**config.mk**
```make
export PLATFORM = sky130hd
export DESIGN_NAME = sar_adc_control_unit
export DESIGN_NICKNAME = d
export VERILOG_FILES = /design/src/sar_adc_pkg.sv /design/src/sar_adc_control_unit.sv
export SDC_FILE = /design/constraint.sdc
export NUM_CORES = 1
export LEC_CHECK = 0
export BUFFER_PORTS_ARGS = -buffer_cell sky130_fd_sc_hd__buf_2
export CAP_MARGIN = 5
export CORE_UTILIZATION = 50
export DETAILED_ROUTE_END_ITERATION = 8
export GPL_ROUTABILITY_DRIVEN = 0
export PLACE_DENSITY = 0.79
export RECOVER_POWER = 25
export SLEW_MARGIN = 5
export SYNTH_ARGS = -nofsm -noshare
export SYNTH_HDL_FRONTEND = slang
export SYNTH_SLANG_ARGS = --single-unit
export TNS_END_PERCENT = 1
```
**constraint.sdc**
```tcl
create_clock -name clock -period 3.61 [get_ports clock]
set_clock_uncertainty 0.1 [all_clocks]
set_input_delay 0.1805 -clock clock [delete_from_list [all_inputs] [get_ports clock]]
set_output_delay 0.1805 -clock clock [all_outputs]
set_load 0.01 [all_outputs]
```
**src/sar_adc_pkg.sv**
```systemverilog
// package for the successive-approximation converter control unit
// assumes a single 200 MHz system clock and an ahb-lite register bus
package sar_adc_pkg;

  // ************************************************************
  // register map (byte addresses, one aligned word each)
  // ************************************************************
  localparam logic [11:0] main_control_addr  = 12'h000;
  localparam logic [11:0] ref_port_addr      = 12'h004;
  localparam logic [11:0] timing_format_addr = 12'h008;
  localparam logic [11:0] result_low_addr    = 12'h00c;
  localparam logic [11:0] result_high_addr   = 12'h010;
  localparam logic [11:0] status_addr        = 12'h014;

  // ************************************************************
  // field positions and reset values
  // ************************************************************
  localparam int calibrate_bit    = 7;
  localparam int chan_lsb         = 2;
  localparam int go_busy_bit      = 1;
  localparam int on_bit           = 0;
  localparam int neg_ref_bit      = 5;
  localparam int pos_ref_bit      = 4;
  localparam int justify_bit      = 7;
  localparam int acq_lsb          = 3;
  localparam logic [7:0] control_reset = 8'h00;
  localparam logic [3:0] last_channel  = 4'hb;
  localparam logic [3:0] all_analog_top = 4'h3;

  // ************************************************************
  // timing constants
  // ************************************************************
  localparam int clock_mhz         = 200;
  localparam int conv_periods      = 11;
  localparam int result_bits       = 10;
  localparam int instr_cycle_ns    = 20;
  localparam int instr_cycle_clks  = (instr_cycle_ns * clock_mhz + 999) / 1000;
  localparam int rc_divide         = 16;

  typedef enum logic [2:0] {
    st_idle, st_rc_delay, st_acquire, st_convert, st_finish
  } conv_state_t;

  // analog-side connection grouped as one carrier
  typedef struct packed {
    logic [3:0]  channel;
    logic        neg_ref_ext;
    logic        pos_ref_ext;
    logic [11:0] pin_analog;
    logic        sample;
    logic        calibrate;
    logic [9:0]  dac_code;
  } analog_ctrl_t;

endpackage

```
**src/sar_adc_control_unit.sv**
```systemverilog
// control unit of a 10-bit successive-approximation converter, 12 inputs
// assumes the comparator output comes from the analog block, rc tick from
// a free-running oscillator pin; both are synchronised here
//
// Behaviour
// RULE1 - convert selected input to 10-bit result
// RULE2 - calibrate_next set calibrates the next conversion
// RULE3 - channel_select codes 0..11 pick channel
// RULE4 - convert_go_busy reads busy while converter on
// RULE5 - converter_on enables or disables converter
// RULE6 - neg_ref_select picks channel 2 reference
// RULE7 - pos_ref_select picks channel 3 reference
// RULE8 - port_analog_config turns pins digital from eleven
// RULE9 - result_justify picks right or left placement
// RULE10 - acq_time_select programs acquisition bit periods
// RULE11 - conv_clock_select picks divider or rc
// RULE12 - rc clock adds one instruction-cycle delay
// RULE13 - sleep conversion only with rc clock
// RULE14 - successive approximation on sample-hold output
// RULE15 - completion loads result, clears busy, sets flag
// RULE16 - reset restores registers and aborts conversion
// RULE17 - power-on reset leaves result pair untouched
// RULE18 - programmed acquisition precedes automatic conversion start
// RULE19 - each conversion takes eleven bit periods
// RULE20 - resume sampling selected channel after conversion
// RULE21 - software waits two bit periods between conversions
// RULE22 - unused result bits read as zero
// RULE23 - write one to go starts; unused bits zero
`timescale 1ns/10ps
module sar_adc_control_unit
  import sar_adc_pkg::*;
(
  input  wire logic                       clock,
  input  wire logic                       reset,
  input  wire logic                       hsel,
  input  wire logic [31:0]                haddr,
  input  wire logic [1:0]                 htrans,
  input  wire logic                       hwrite,
  input  wire logic [2:0]                 hsize,
  input  wire logic [31:0]                hwdata,
  input  wire logic                       hready,
  output logic      [31:0]                hrdata,
  output logic                            hreadyout,
  output logic                            hresp,
  input  wire logic                       sleep_mode,
  input  wire logic                       rc_osc_clock,
  input  wire logic                       comparator_high,
  output sar_adc_pkg::analog_ctrl_t       analog_ctrl,
  output logic                            conversion_done_flag
);
  import sar_adc_pkg::*;

  // ************************************************************
  // control registers
  // ************************************************************
  logic        calibrate_next;
  logic [3:0]  channel_select;
  logic        convert_go_busy;
  logic        converter_on;
  logic        neg_ref_select;
  logic        pos_ref_select;
  logic [3:0]  port_analog_config;
  logic        result_justify;
  logic [2:0]  acq_time_select;
  logic [2:0]  conv_clock_select;
  logic [9:0]  result_code;
  logic [9:0]  sar_code;
  conv_state_t state;
  logic [6:0]  prescale;
  logic [4:0]  period_count;
  logic [3:0]  bit_index;
  logic [4:0]  acq_periods;
  logic [5:0]  half_divide;
  logic        use_rc;
  logic        tick;
  logic        done_pulse;
  logic        clear_flag;
  logic        calibrate_pending;

  // ahb address phase capture
  logic        write_pending;
  logic        read_ok;
  logic [11:0] write_addr;
  logic        go_write;

  // synchronisers: first stage is read only by the second
  logic [1:0]  rc_sync;
  logic [1:0]  cmp_sync;
  logic [1:0]  sleep_sync;
  logic        rc_prev;

  assign hreadyout = 1'b1;
  assign hresp     = 1'b0;
  assign read_ok   = hsel && hready && htrans[1] && !hwrite;

  // ************************************************************
  // bus slave: zero wait states, writes land in the data phase
  // ************************************************************
  always_ff @(posedge clock or posedge reset) begin
    if (reset) begin
      write_pending <= 1'b0;
      write_addr    <= 12'h000;
    end else begin
      write_pending <= hsel && hready && htrans[1] && hwrite;
      write_addr    <= haddr[11:0];
    end
  end

  assign go_write = write_pending && write_addr == main_control_addr
                    && hwdata[go_busy_bit] && converter_on && state == st_idle; // [RULE23]

  // two-flop synchronisers for rc tick, comparator and sleep; rc_prev holds last rc level
  always_ff @(posedge clock or posedge reset) begin
    if (reset) begin
      rc_sync    <= 2'b00;
      cmp_sync   <= 2'b00;
      sleep_sync <= 2'b00;
      rc_prev    <= 1'b0;
    end else begin
      rc_sync    <= {rc_sync[0], rc_osc_clock};
      cmp_sync   <= {cmp_sync[0], comparator_high};
      sleep_sync <= {sleep_sync[0], sleep_mode};
      rc_prev    <= rc_sync[1];
    end
  end

  // ************************************************************
  // configuration registers
  // ************************************************************
  always_ff @(posedge clock or posedge reset) begin
    if (reset) begin // [RULE16]
      calibrate_next     <= control_reset[7];
      channel_select     <= control_reset[3:0];
      converter_on       <= control_reset[0];
      neg_ref_select     <= control_reset[0];
      pos_ref_select     <= control_reset[0];
      port_analog_config <= control_reset[3:0];
      result_justify     <= control_reset[0];
      acq_time_select    <= control_reset[2:0];
      conv_clock_select  <= control_reset[2:0];
    end else if (write_pending) begin
      case (write_addr)
        main_control_addr: begin
          calibrate_next <= hwdata[calibrate_bit];
          channel_select <= hwdata[chan_lsb +: 4];
          converter_on   <= hwdata[on_bit]; // [RULE5]
        end
        ref_port_addr: begin
          neg_ref_select     <= hwdata[neg_ref_bit];
          pos_ref_select     <= hwdata[pos_ref_bit];
          port_analog_config <= hwdata[3:0];
        end
        timing_format_addr: begin
          result_justify    <= hwdata[justify_bit];
          acq_time_select   <= hwdata[acq_lsb +: 3];
          conv_clock_select <= hwdata[2:0];
        end
        default: ;
      endcase
    end
  end

  // ************************************************************
  // bit period clock selection
  // ************************************************************
  assign use_rc = conv_clock_select[1:0] == 2'b11; // [RULE11]

  always_comb begin
    case (conv_clock_select)
      3'b000:  half_divide = 6'd1;
      3'b100:  half_divide = 6'd2;
      3'b001:  half_divide = 6'd4;
      3'b101:  half_divide = 6'd8;
      3'b010:  half_divide = 6'd16;
      3'b110:  half_divide = 6'd32;
      default: half_divide = 6'(rc_divide);
    endcase
  end

  // bit period tick; system divider stops in sleep, rc keeps running
  // divider counts half-rate reference cycles of two clocks each: the dac
  // register plus two comparator sync flops need four clocks per decision
  always_ff @(posedge clock or posedge reset) begin
    if (reset) begin
      prescale <= 7'd0;
      tick     <= 1'b0;
    end else if (use_rc) begin
      tick     <= rc_sync[1] && !rc_prev;
      prescale <= 7'd0;
    end else if (sleep_sync[1] || state == st_idle) begin // [RULE13]
      tick     <= 1'b0;
      prescale <= 7'd0;
    end else if ({1'b0, prescale} == {half_divide, 2'b00} - 8'd1) begin // [RULE11]
      tick     <= 1'b1;
      prescale <= 7'd0;
    end else begin
      tick     <= 1'b0;
      prescale <= prescale + 7'd1;
    end
  end

  // acquisition period lookup
  always_comb begin
    case (acq_time_select) // [RULE10]
      3'b000:  acq_periods = 5'd0;
      3'b001:  acq_periods = 5'd2;
      3'b010:  acq_periods = 5'd4;
      3'b011:  acq_periods = 5'd6;
      3'b100:  acq_periods = 5'd8;
      3'b101:  acq_periods = 5'd12;
      3'b110:  acq_periods = 5'd16;
      default: acq_periods = 5'd20;
    endcase
  end

  // ************************************************************
  // conversion sequencer
  // ************************************************************
  always_ff @(posedge clock or posedge reset) begin
    if (reset) begin // [RULE16]
      state             <= st_idle;
      period_count      <= 5'd0;
      bit_index         <= 4'd0;
      sar_code          <= 10'h000;
      convert_go_busy   <= 1'b0;
      done_pulse        <= 1'b0;
      calibrate_pending <= 1'b0;
    end else begin
      done_pulse <= 1'b0;
      if (!converter_on) begin // [RULE5]
        state           <= st_idle;
        convert_go_busy <= 1'b0;
      end else begin
        case (state)
          st_idle: if (go_write) begin
            convert_go_busy   <= 1'b1;
            calibrate_pending <= calibrate_next; // [RULE2]
            period_count      <= 5'd0;
            state <= use_rc ? st_rc_delay : st_acquire; // [RULE12]
          end
          st_rc_delay: begin
            period_count <= period_count + 5'd1;
            if (period_count == 5'(instr_cycle_clks - 1)) begin
              period_count <= 5'd0;
              state        <= st_acquire;
            end
          end
          st_acquire: begin // [RULE18]
            if (period_count >= acq_periods) begin
              period_count <= 5'd0;
              bit_index    <= 4'd0;
              sar_code     <= 10'h200;
              state        <= st_convert;
            end else if (tick) begin
              period_count <= period_count + 5'd1;
            end
          end
          st_convert: if (tick) begin // [RULE14] [RULE19]
            // first period settles, next ten resolve one bit each
            bit_index <= bit_index + 4'd1;
            if (bit_index != 4'd0) begin
              if (!cmp_sync[1]) begin
                sar_code[4'(result_bits) - bit_index] <= 1'b0;
              end
              if (bit_index != 4'(result_bits)) begin
                sar_code[4'(result_bits) - bit_index - 4'd1] <= 1'b1;
              end
            end
            if (bit_index == 4'(conv_periods - 1)) begin
              state <= st_finish;
            end
          end
          st_finish: begin // [RULE15] [RULE20]
            convert_go_busy   <= 1'b0;
            done_pulse        <= 1'b1;
            calibrate_pending <= 1'b0;
            state             <= st_idle;
          end
          default: state <= st_idle;
        endcase
      end
    end
  end

  // result pair: no reset so power-on leaves it unknown
  always_ff @(posedge clock) begin // [RULE17]
    if (done_pulse) begin
      result_code <= sar_code; // [RULE1]
    end
  end

  // done flag: set wins over software clear
  assign clear_flag = write_pending && write_addr == status_addr && hwdata[0];
  always_ff @(posedge clock or posedge reset) begin
    if (reset) begin
      conversion_done_flag <= 1'b0;
    end else if (done_pulse) begin
      conversion_done_flag <= 1'b1; // [RULE15]
    end else if (clear_flag) begin
      conversion_done_flag <= 1'b0;
    end
  end

  // ************************************************************
  // analog side controls
  // ************************************************************
  always_ff @(posedge clock or posedge reset) begin
    if (reset) begin
      analog_ctrl <= '0;
    end else begin
      analog_ctrl.channel     <= channel_select > last_channel ? 4'h0
                                 : channel_select; // [RULE3]
      analog_ctrl.neg_ref_ext <= neg_ref_select; // [RULE6]
      analog_ctrl.pos_ref_ext <= pos_ref_select; // [RULE7]
      for (int i = 0; i < 12; i++) begin // [RULE8]
        analog_ctrl.pin_analog[i] <= port_analog_config <= all_analog_top
                                     || 32'(port_analog_config) < 15 - i;
      end
      analog_ctrl.sample      <= converter_on && state != st_convert; // [RULE20]
      analog_ctrl.calibrate   <= calibrate_pending && state == st_convert;
      analog_ctrl.dac_code    <= sar_code;
    end
  end

  // ************************************************************
  // read mux, unimplemented bits read zero
  // ************************************************************
  always_ff @(posedge clock or posedge reset) begin
    if (reset) begin
      hrdata <= 32'h0000_0000;
    end else if (read_ok) begin
      case (haddr[11:0]) // [RULE23]
        main_control_addr: hrdata <= {24'h0, calibrate_next, 1'b0, channel_select,
                                      convert_go_busy && converter_on, converter_on}; // [RULE4]
        ref_port_addr: hrdata <= {26'h0, neg_ref_select, pos_ref_select,
                                  port_analog_config};
        timing_format_addr: hrdata <= {24'h0, result_justify, 1'b0, acq_time_select,
                                       conv_clock_select};
        result_low_addr: hrdata <= result_justify ? {24'h0, result_code[7:0]}
                                   : {24'h0, result_code[1:0], 6'h00}; // [RULE9] [RULE22]
        result_high_addr: hrdata <= result_justify ? {30'h0, result_code[9:8]}
                                    : {24'h0, result_code[9:2]}; // [RULE22]
        status_addr: hrdata <= {31'h0, conversion_done_flag};
        default: hrdata <= 32'h0000_0000;
      endcase
    end
  end

endmodule

```
# Word level (Yosys, flattened, before mapping)
# Index checks and enable logic that the tools add are counted.
[classes] bitwise_logic=3 order_cmp=19 addsub=6 eq_ne=39 div=0 n_mux=51 n_reduce_logical=50 n_shift=0 mul=0
[ops] operator="10-bit two-way mux" count=9
[ops] operator="8-bit one-hot mux with 6 select lines" count=1
[ops] operator="12-bit by 4-bit equality test with 1-bit output (second input constant)" count=3
[ops] operator="12-bit by 5-bit equality test with 1-bit output (second input constant)" count=3
[ops] operator="5-bit one-hot mux with 7 select lines" count=1
[ops] operator="4-bit less-than comparator (second input constant)" count=8
[ops] operator="6-bit one-hot mux with 5 select lines" count=1
[ops] operator="12-bit by 3-bit equality test with 1-bit output (second input constant)" count=2
[ops] operator="12-bit zero test" count=2
[ops] operator="3-bit equality test (second input constant)" count=7
[ops] operator="7-bit two-way mux" count=3
[ops] operator="5-bit two-way mux" count=4
[ops] operator="10-bit one-hot mux with 2 select lines" count=1
[ops] operator="3-bit two-way mux" count=6
[ops] operator="3-bit inequality test (second input constant)" count=6
[ops] operator="1-bit logical AND" count=16
[ops] operator="4-bit by 3-bit less-than comparator with 1-bit output (second input constant)" count=4
[ops] operator="8-bit two-way mux" count=2
[ops] operator="5-bit one-hot mux with 3 select lines" count=1
[ops] operator="1-bit logical OR" count=13
[ops] operator="3-bit by 2-bit equality test with 1-bit output (second input constant)" count=4
[ops] operator="1-bit two-way mux" count=12
[ops] operator="4-bit two-way mux" count=3
[ops] operator="3-bit one-hot mux with 4 select lines" count=1
[ops] operator="36 further kinds" count=55
[word_totals] rom_bits=0 input_bits=77 latch_bits=0 mem_count=0 register_bits=145 wordCells=202 ram_bits=0 out_inout_bits=65

# Longest topological paths before layout
# Gate-level depths: netlist (run 1).
[logic_depth] depth_word=17 mapped_depth=8 ltp_nobuf=7

# Worst setup path after synthesis (run 1)
# OpenSTA, ideal clock, no wires.
[synth_path] kind="register to register" start="reg acq_time_select[2]" end="reg period_count[0]" stages_incl_launch_ff=8 path_buffers=0 setup_ns=0.080 required_ns=3.430 period_less_slack_ns=2.226 t_arrival_ns=2.046 path_slack_ns=1.384 cell_sequence="dfrtp_1 nand2_1 ha_1 a211o_1 or3b_4 o31a_4 and2_4 mux2i_4"
[synth_via] elab_chain_len=5 elab_cells_between_ends=13 classes_between="order compare: 1; eq/ne: 7; mux: 3; reduce/logical: 2"
[synth_rtl] item="start: declaration" line="sar_adc_control_unit.sv:64" text="logic [2:0] acq_time_select;"
[synth_rtl] item="start signal: assignment" line="sar_adc_control_unit.sv:139" text="acq_time_select <= control_reset[2:0];"
[synth_rtl] item="start signal: assignment" line="sar_adc_control_unit.sv:155" text="acq_time_select <= hwdata[acq_lsb +: 3];"
[synth_rtl] item="3-bit equality test, or another cell as far along" line="sar_adc_control_unit.sv:204" text="case (acq_time_select)"
[synth_rtl] item="5-bit one-hot mux with 7 select lines *" line="sar_adc_control_unit.sv:204"
[synth_rtl] item="5-bit >= comparator *" line="sar_adc_control_unit.sv:249" text="if (period_count >= acq_periods) begin"
[synth_rtl] item="3-bit inequality test (no line) / 5-bit two-way mux (equally long branches)"
[synth_rtl] item="4-bit AND reduction (no line) / 5-bit one-hot mux with 3 select lines (equally long branches)"
[synth_rtl] item="end signal: assignment" line="sar_adc_control_unit.sv:242" text="period_count <= period_count + 5'd1;"
[synth_rtl] item="end signal: assignment" line="sar_adc_control_unit.sv:255" text="period_count <= period_count + 5'd1;"
[synth_rtl] item="end: declaration" line="sar_adc_control_unit.sv:70" text="logic [4:0] period_count;"
# Every way passes the cells marked *; elsewhere a longest branch is shown, timed or not.
# A chain may end at the register's enable or synchronous reset.

# Worst setup path in the final report (run 1)
# Ends and elaborated chain as after synthesis.

==> qor.yml, run 1 <==
clock_power_share: 0.485
timing.setup.tns_ns: 0
grt_max_degree: 61
p_seq_frac: 0.453
hold-path-cell-count: 2
maxCapViolCount: 1
tightestPinTransition_ns: 2.24
power.switching_uw: 778
cts_sinks: 121
clk_pin_slew_ns: 0.06
drt_iter0_drc: 236
synth_cells: 478
drtPass1Iterations: 4
htreeDepth: 4
required_ns: 3.95
pre_cts_ws_ns: 1.17
wl_per_cell_um: 16.8
dpl-instance-area_mm2: 0.00595
cp_max_fo: 6
synth.avg_cell_area_um2: 11.7
combPwrFrac: 0.061
powerDensity_mw_per_mm2: 477
ys_seq_area_frac: 0.549
design_area_mm2: 0.00673
ys_seq_elements: 121
grt_pass1_wl_mm: 19.6
io_buffers: 66
drive_gt1_frac: 0.219
ant_nets: 0
synth_area_mm2: 0.00560
synthArstFlopShare: 0.917
n_antenna_cell: 0
ctsResizeCount: 0
grt_pass1_vias: 4033
vias: 4111
root_buffer: "clkbuf_8"
dp_hpwl_mm: 8.21
violations: "max-capacitance violations, max-slew violations"
top_level_ports: 142
die_area_mm2: 0.0116
internal-power_mw: 2.43
finalHoldViolCount: 0
synth_top_cell_by_area: "dfrtp_1"
yosysTopAreaCellShare: 0.496
cts_buffers: 17
fin_nets: 660
chipHeight_um: 108
holdWs_ns: 0.192
rows: 38
layout_setup_ws_ns: 1.16
grtUsageTotal: 0.225
maxSlewHeadroom: -0.502
synth.top_cells.by_area: "dfrtp_1, edfxtp_1, mux2_2, buf_4, ha_1"
min_period_ns: 2.45
insertion_delay_ns: 0.52
critPathKind: "reg2reg"
fmax_mhz: 409
antenna_found_initial: 0
critPathCaptureType: "register"
routed_wl_mm: 12.1
drt_drc_violations_left: 0
finalSetupViolations: 0
p_leak_nw: 2.97
ys.warnings.count: 0
start_kind: "register"
rsz0062_at_grt: "false"
status: "finished, violations left"
dieWidth_um: 108
r2r_cells: 7
area_growth_syn_to_layout_pct: 20.1
cts_tree: "yes"
hold_path_class: "in2reg"
core_area_mm2: 0.0109
ys_types: 73
post-cts-setup-buffers: 0
critPathArrivalTime_ns: 2.79
synth_most_common_cell: "dfrtp_1"
drv_slew: 52
overflow: 0
swShare: 0.242
finalCritPeriodShare: 0.678
clockBufferDepth: 2
viasPerCell: 5.70
initial_core_util: 0.515
ir_worst_vdd_v: 0.000356
fin_util: 0.618
netlist_top_cells_count: "dfrtp_1, nand2_1, buf_4, o21ai_0, mux2_2"
synth_edf_count: 10
hold_buffers: 25
synth_ff_type: "dfrtp_1"
==> cell type report <==
| cell class | count | area, um^2 |
|---|---|---|
| fillers | 823 | 4160 |
| flip-flops and latches | 121 | 3080 |
| multi-input cells | 323 | 2290 |
| repair buffers | 92 | 586 |
| clock buffers | 18 | 428 |
| well taps | 140 | 175 |
| clock inverters | 14 | 123 |
| inverters | 13 | 50.0 |
==> cell usage in the layout (no fill, tap or decap), types with 5 or more instances in the layout <==
cell type,instances
a211oi_1,7
a21oi_1,11
a22o_1,9
a31oi_1,11
and3_1,9
buf_2,54
clkbuf_1,12
clkbuf_16,16
conb_1,26
dfrtp_1,111
dlygate4sd3_1,25
edfxtp_1,10
ha_1,15
inv_1,12
mux2_2,20
mux2i_1,6
nand2_1,31
nand2b_1,9
nand3_1,8
nand3b_1,6
nand4_1,12
nor2_1,16
nor2b_1,7
nor3_1,10
o211ai_1,5
o21ai_0,26
o2bb2ai_1,5
==> state kept, by name, summed over array words and instances, names as in the netlist, 2 cells and up <==
signal,cells
write_addr,12
prescale,7
port_analog_config,4
acq_time_select,3
result_code,10
hrdata,8
sleep_sync,2
analog_ctrl,30
rc_sync,2
state,3
cmp_sync,2
period_count,5
sar_code,10
bit_index,4
channel_select,4
conv_clock_select,3
==> critical path, cell delays in order, from the launching register on <==
cell and delay, ns:
dfrtp_1 0.48, nand2_1 0.10, ha_1 0.30, a211o_1 0.35, or3b_4 0.45, o31a_4 0.32
and2_4 0.16, mux2i_4 0.11
==> stage by stage <==
stage	cells	total power, mW
after floorplan	502	1.61
after global placement	664	1.65
after detailed placement	664	1.66
after CTS	721	3.23
after global routing	721	3.33
final	721	3.21
==> path summary, 6_finish.rpt <==
check,startpoint,to,slack [ns]
worst min register to register,rc_sync[0],rc_sync[1],0.25
max in group asynchronous,reset,analog_ctrl[25],1.65
worst min-delay path,comparator_high,cmp_sync[0],0.19
min in group asynchronous,reset,hrdata[3],0.71
worst max-delay path,acq_time_select[2],period_count[0],1.16
worst max register to register,acq_time_select[2],period_count[0],1.16
==> per-layer routing <==
| layer | up-vias | GRT usage | part of all wire |
|---|---|---|---|
| met3 | 30 | 0.0630 | 0.059 |
| li1 | 1899 | - | - |
| met4 | 0 | 0.0949 | 0.027 |
| met2 | 164 | 0.387 | 0.51 |
| met1 | 2018 | 0.261 | 0.40 |
| met5 | - | 0 | 0 |
==> logic make-up after synthesis <==
kind of cell               after synthesis  share of synthesized area
AOI/OAI and AO/OA                      109                      0.140
other                                    2                    0.00134
muxes                                   28                     0.0590
DFF                                    121                      0.549
and+or+nand+nor                        136                      0.142
buffers and inverters                   58                     0.0576
adders and majority gates               15                     0.0335
xor gates and xnor gates                 9                     0.0181
==> power by group through the flow <==
stage | Combinational, mW | Sequential (mW) | Clock [mW]
2_1_floorplan | 0.141 | 1.47 | 0
3_3_place_gp | 0.172 | 1.48 | 0
3_5_place_dp | 0.178 | 1.48 | 0
4_1_cts | 0.201 | 1.46 | 1.57
5_1_grt | 0.221 | 1.46 | 1.65
6_report | 0.197 | 1.46 | 1.56
Note: power is estimated with default switching activity, not from simulation.
==> run 2, diff against run 1 <==
- clock period: 3.61 -> 2.36 ns (I/O delays scaled with it)
==> qor.yml, run 2 (synthesized netlist as in run 1, its figures left out) <==
status: "finished, violations left"
violations: "max-capacitance violations, max-slew violations"
finalSetupViolations: 0
multi_input_area_mm2: 0.00230
gr-usage-met2: 0.390
routed_wl_mm: 12.5
clk_pin_slew_ns: 0.06
ff_latch_area_mm2: 0.00308
insertion_delay_ns: 0.52
die_area_mm2: 0.0116
start_kind: "register"
cts_tree: "yes"
drive_gt1_frac: 0.234
initial_core_util: 0.515
ant_nets: 0
grtUsageTotal: 0.235
met1_usage: 0.282
grt_max_degree: 31
drtPass1Iterations: 5
area_growth_syn_to_layout_pct: 24.1
r2r_cells: 7
n_antenna_cell: 0
drt_drc_violations_left: 0
grt_pass1_wl_mm: 20.4
dieWidth_um: 108
cp_max_fo: 6
min_period_ns: 2.30
finalHoldViolCount: 0
final_cell_mix: "dfrtp_1, buf_2, nand2_1"
hold-path-cell-count: 2
rrSetupSlack_ns: 0.06
maxCapViolCount: 1
holdWs_ns: 0.133
dp_hpwl_mm: 8.52
antenna_found_initial: 0
fillers: 783
drv_slew: 29
root_buffer: "clkbuf_8"
ir_worst_vdd_v: 0.000487
finalCritPeriodShare: 0.976
top_level_ports: 142
design_area_mm2: 0.00695
vias: 4149
largest_reg_flops: 30
top_register: "analog_ctrl"
hold_path_class: "in2reg"
cts_sinks: 121
rows: 38
viasPerCell: 5.64
fin_nets: 674
top_regs: "analog_ctrl: 30 flops, write_addr: 12 flops"
chipHeight_um: 108
timing.setup.tns_ns: 0
rsz0062_at_grt: "true"
fmax_mhz: 434
fin_cells: 735
critPathCaptureType: "register"
dpl.cell_count: 678
critPathKind: "reg2reg"
tightestPinTransition_ns: 1.59
powerDensity_mw_per_mm2: 767
critPathArrivalTime_ns: 2.65
grt_pass1_vias: 4131
layout_commonest_cell: "dfrtp_1"
core_area_mm2: 0.0109
required_ns: 2.70
post-cts-setup-buffers: 0
htreeDepth: 4
p_leak_nw: 3.09
io_buffers: 66
clockBufferDepth: 2
maxSlewHeadroom: -0.0653
drt_iter0_drc: 269
wl_per_cell_um: 17.0
top_usage_layer: "met2"
overflow: 0
dpl-instance-area_mm2: 0.00607
use_met3: 0.0666
fin_util: 0.639
cts_buffers: 17
-- run 2: cell count changes in the layout (fill, tap and decap cells not counted), sizes merged --
cell,before,now
buf,55,69
bufinv,1,4
clkbuf,30,34
clkinv,5,3
clkinvlp,5,4
inv,16,12
-- run 2: report_power, final --
| part | internal (mW) | leakage (nW) | total (mW) | switching, mW |
|---|---|---|---|---|
| clock network | 1.87 | 0.307 | 2.78 | 0.915 |
| registers | 2.17 | 1.49 | 2.22 | 0.0561 |
| logic | 0.143 | 1.29 | 0.329 | 0.186 |
| total | 4.18 | 3.09 | 5.33 | 1.16 |
-- run 2: what timing repair did --
action                                 in CTS  in global routing
gates resized for setup                     0                  2
endpoints found under the hold margin      65                  0
setup endpoints to repair                   0                 20
hold buffers                               25                  0
-- run 2: metal layers --
| layer | up-vias | part of all wire |
|---|---|---|
| li1 | 1901 | - |
| met1 | 2030 | 0.41 |
| met2 | 178 | 0.50 |
| met3 | 40 | 0.062 |
| met4 | 0 | 0.033 |
| met5 | - | 0 |
-- run 2: final cells by class --
class / count / area share
tap: 140 / 0.0252
sequential: 121 / 0.443
clock buffer: 22 / 0.0698
multi-input combinational: 323 / 0.331
timing repair buffer: 106 / 0.101
clock inverter: 10 / 0.0232
inverter: 13 / 0.00720
-- run 2: worst max-delay path: stages, from the launching register on --
cell and delay (ns):
dfrtp_1 0.39, nand2_1 0.07, ha_1 0.28, a211o_1 0.34, or3b_4 0.43, o31a_4 0.33
and2_4 0.16, mux2i_4 0.12
-- run 2: worst paths after layout --
check / start / end
setup / recovery: acq_time_select[2] / period_count[0]
hold / removal: comparator_high / cmp_sync[0]
setup reg to reg: acq_time_select[2] / period_count[0]
hold reg to reg: rc_sync[0] / rc_sync[1]
max in group asynchronous: reset / analog_ctrl[17]
min in group asynchronous: reset / hrdata[6]
-- run 2: per-stage QoR --
step                setup slack (ns)  power, mW
floorplan                      0.134       2.46
global placement              0.0725       2.53
detailed placement            0.0316       2.55
CTS                           0.0284       5.35
global route                 -0.0244       5.51
finish                        0.0566       5.33
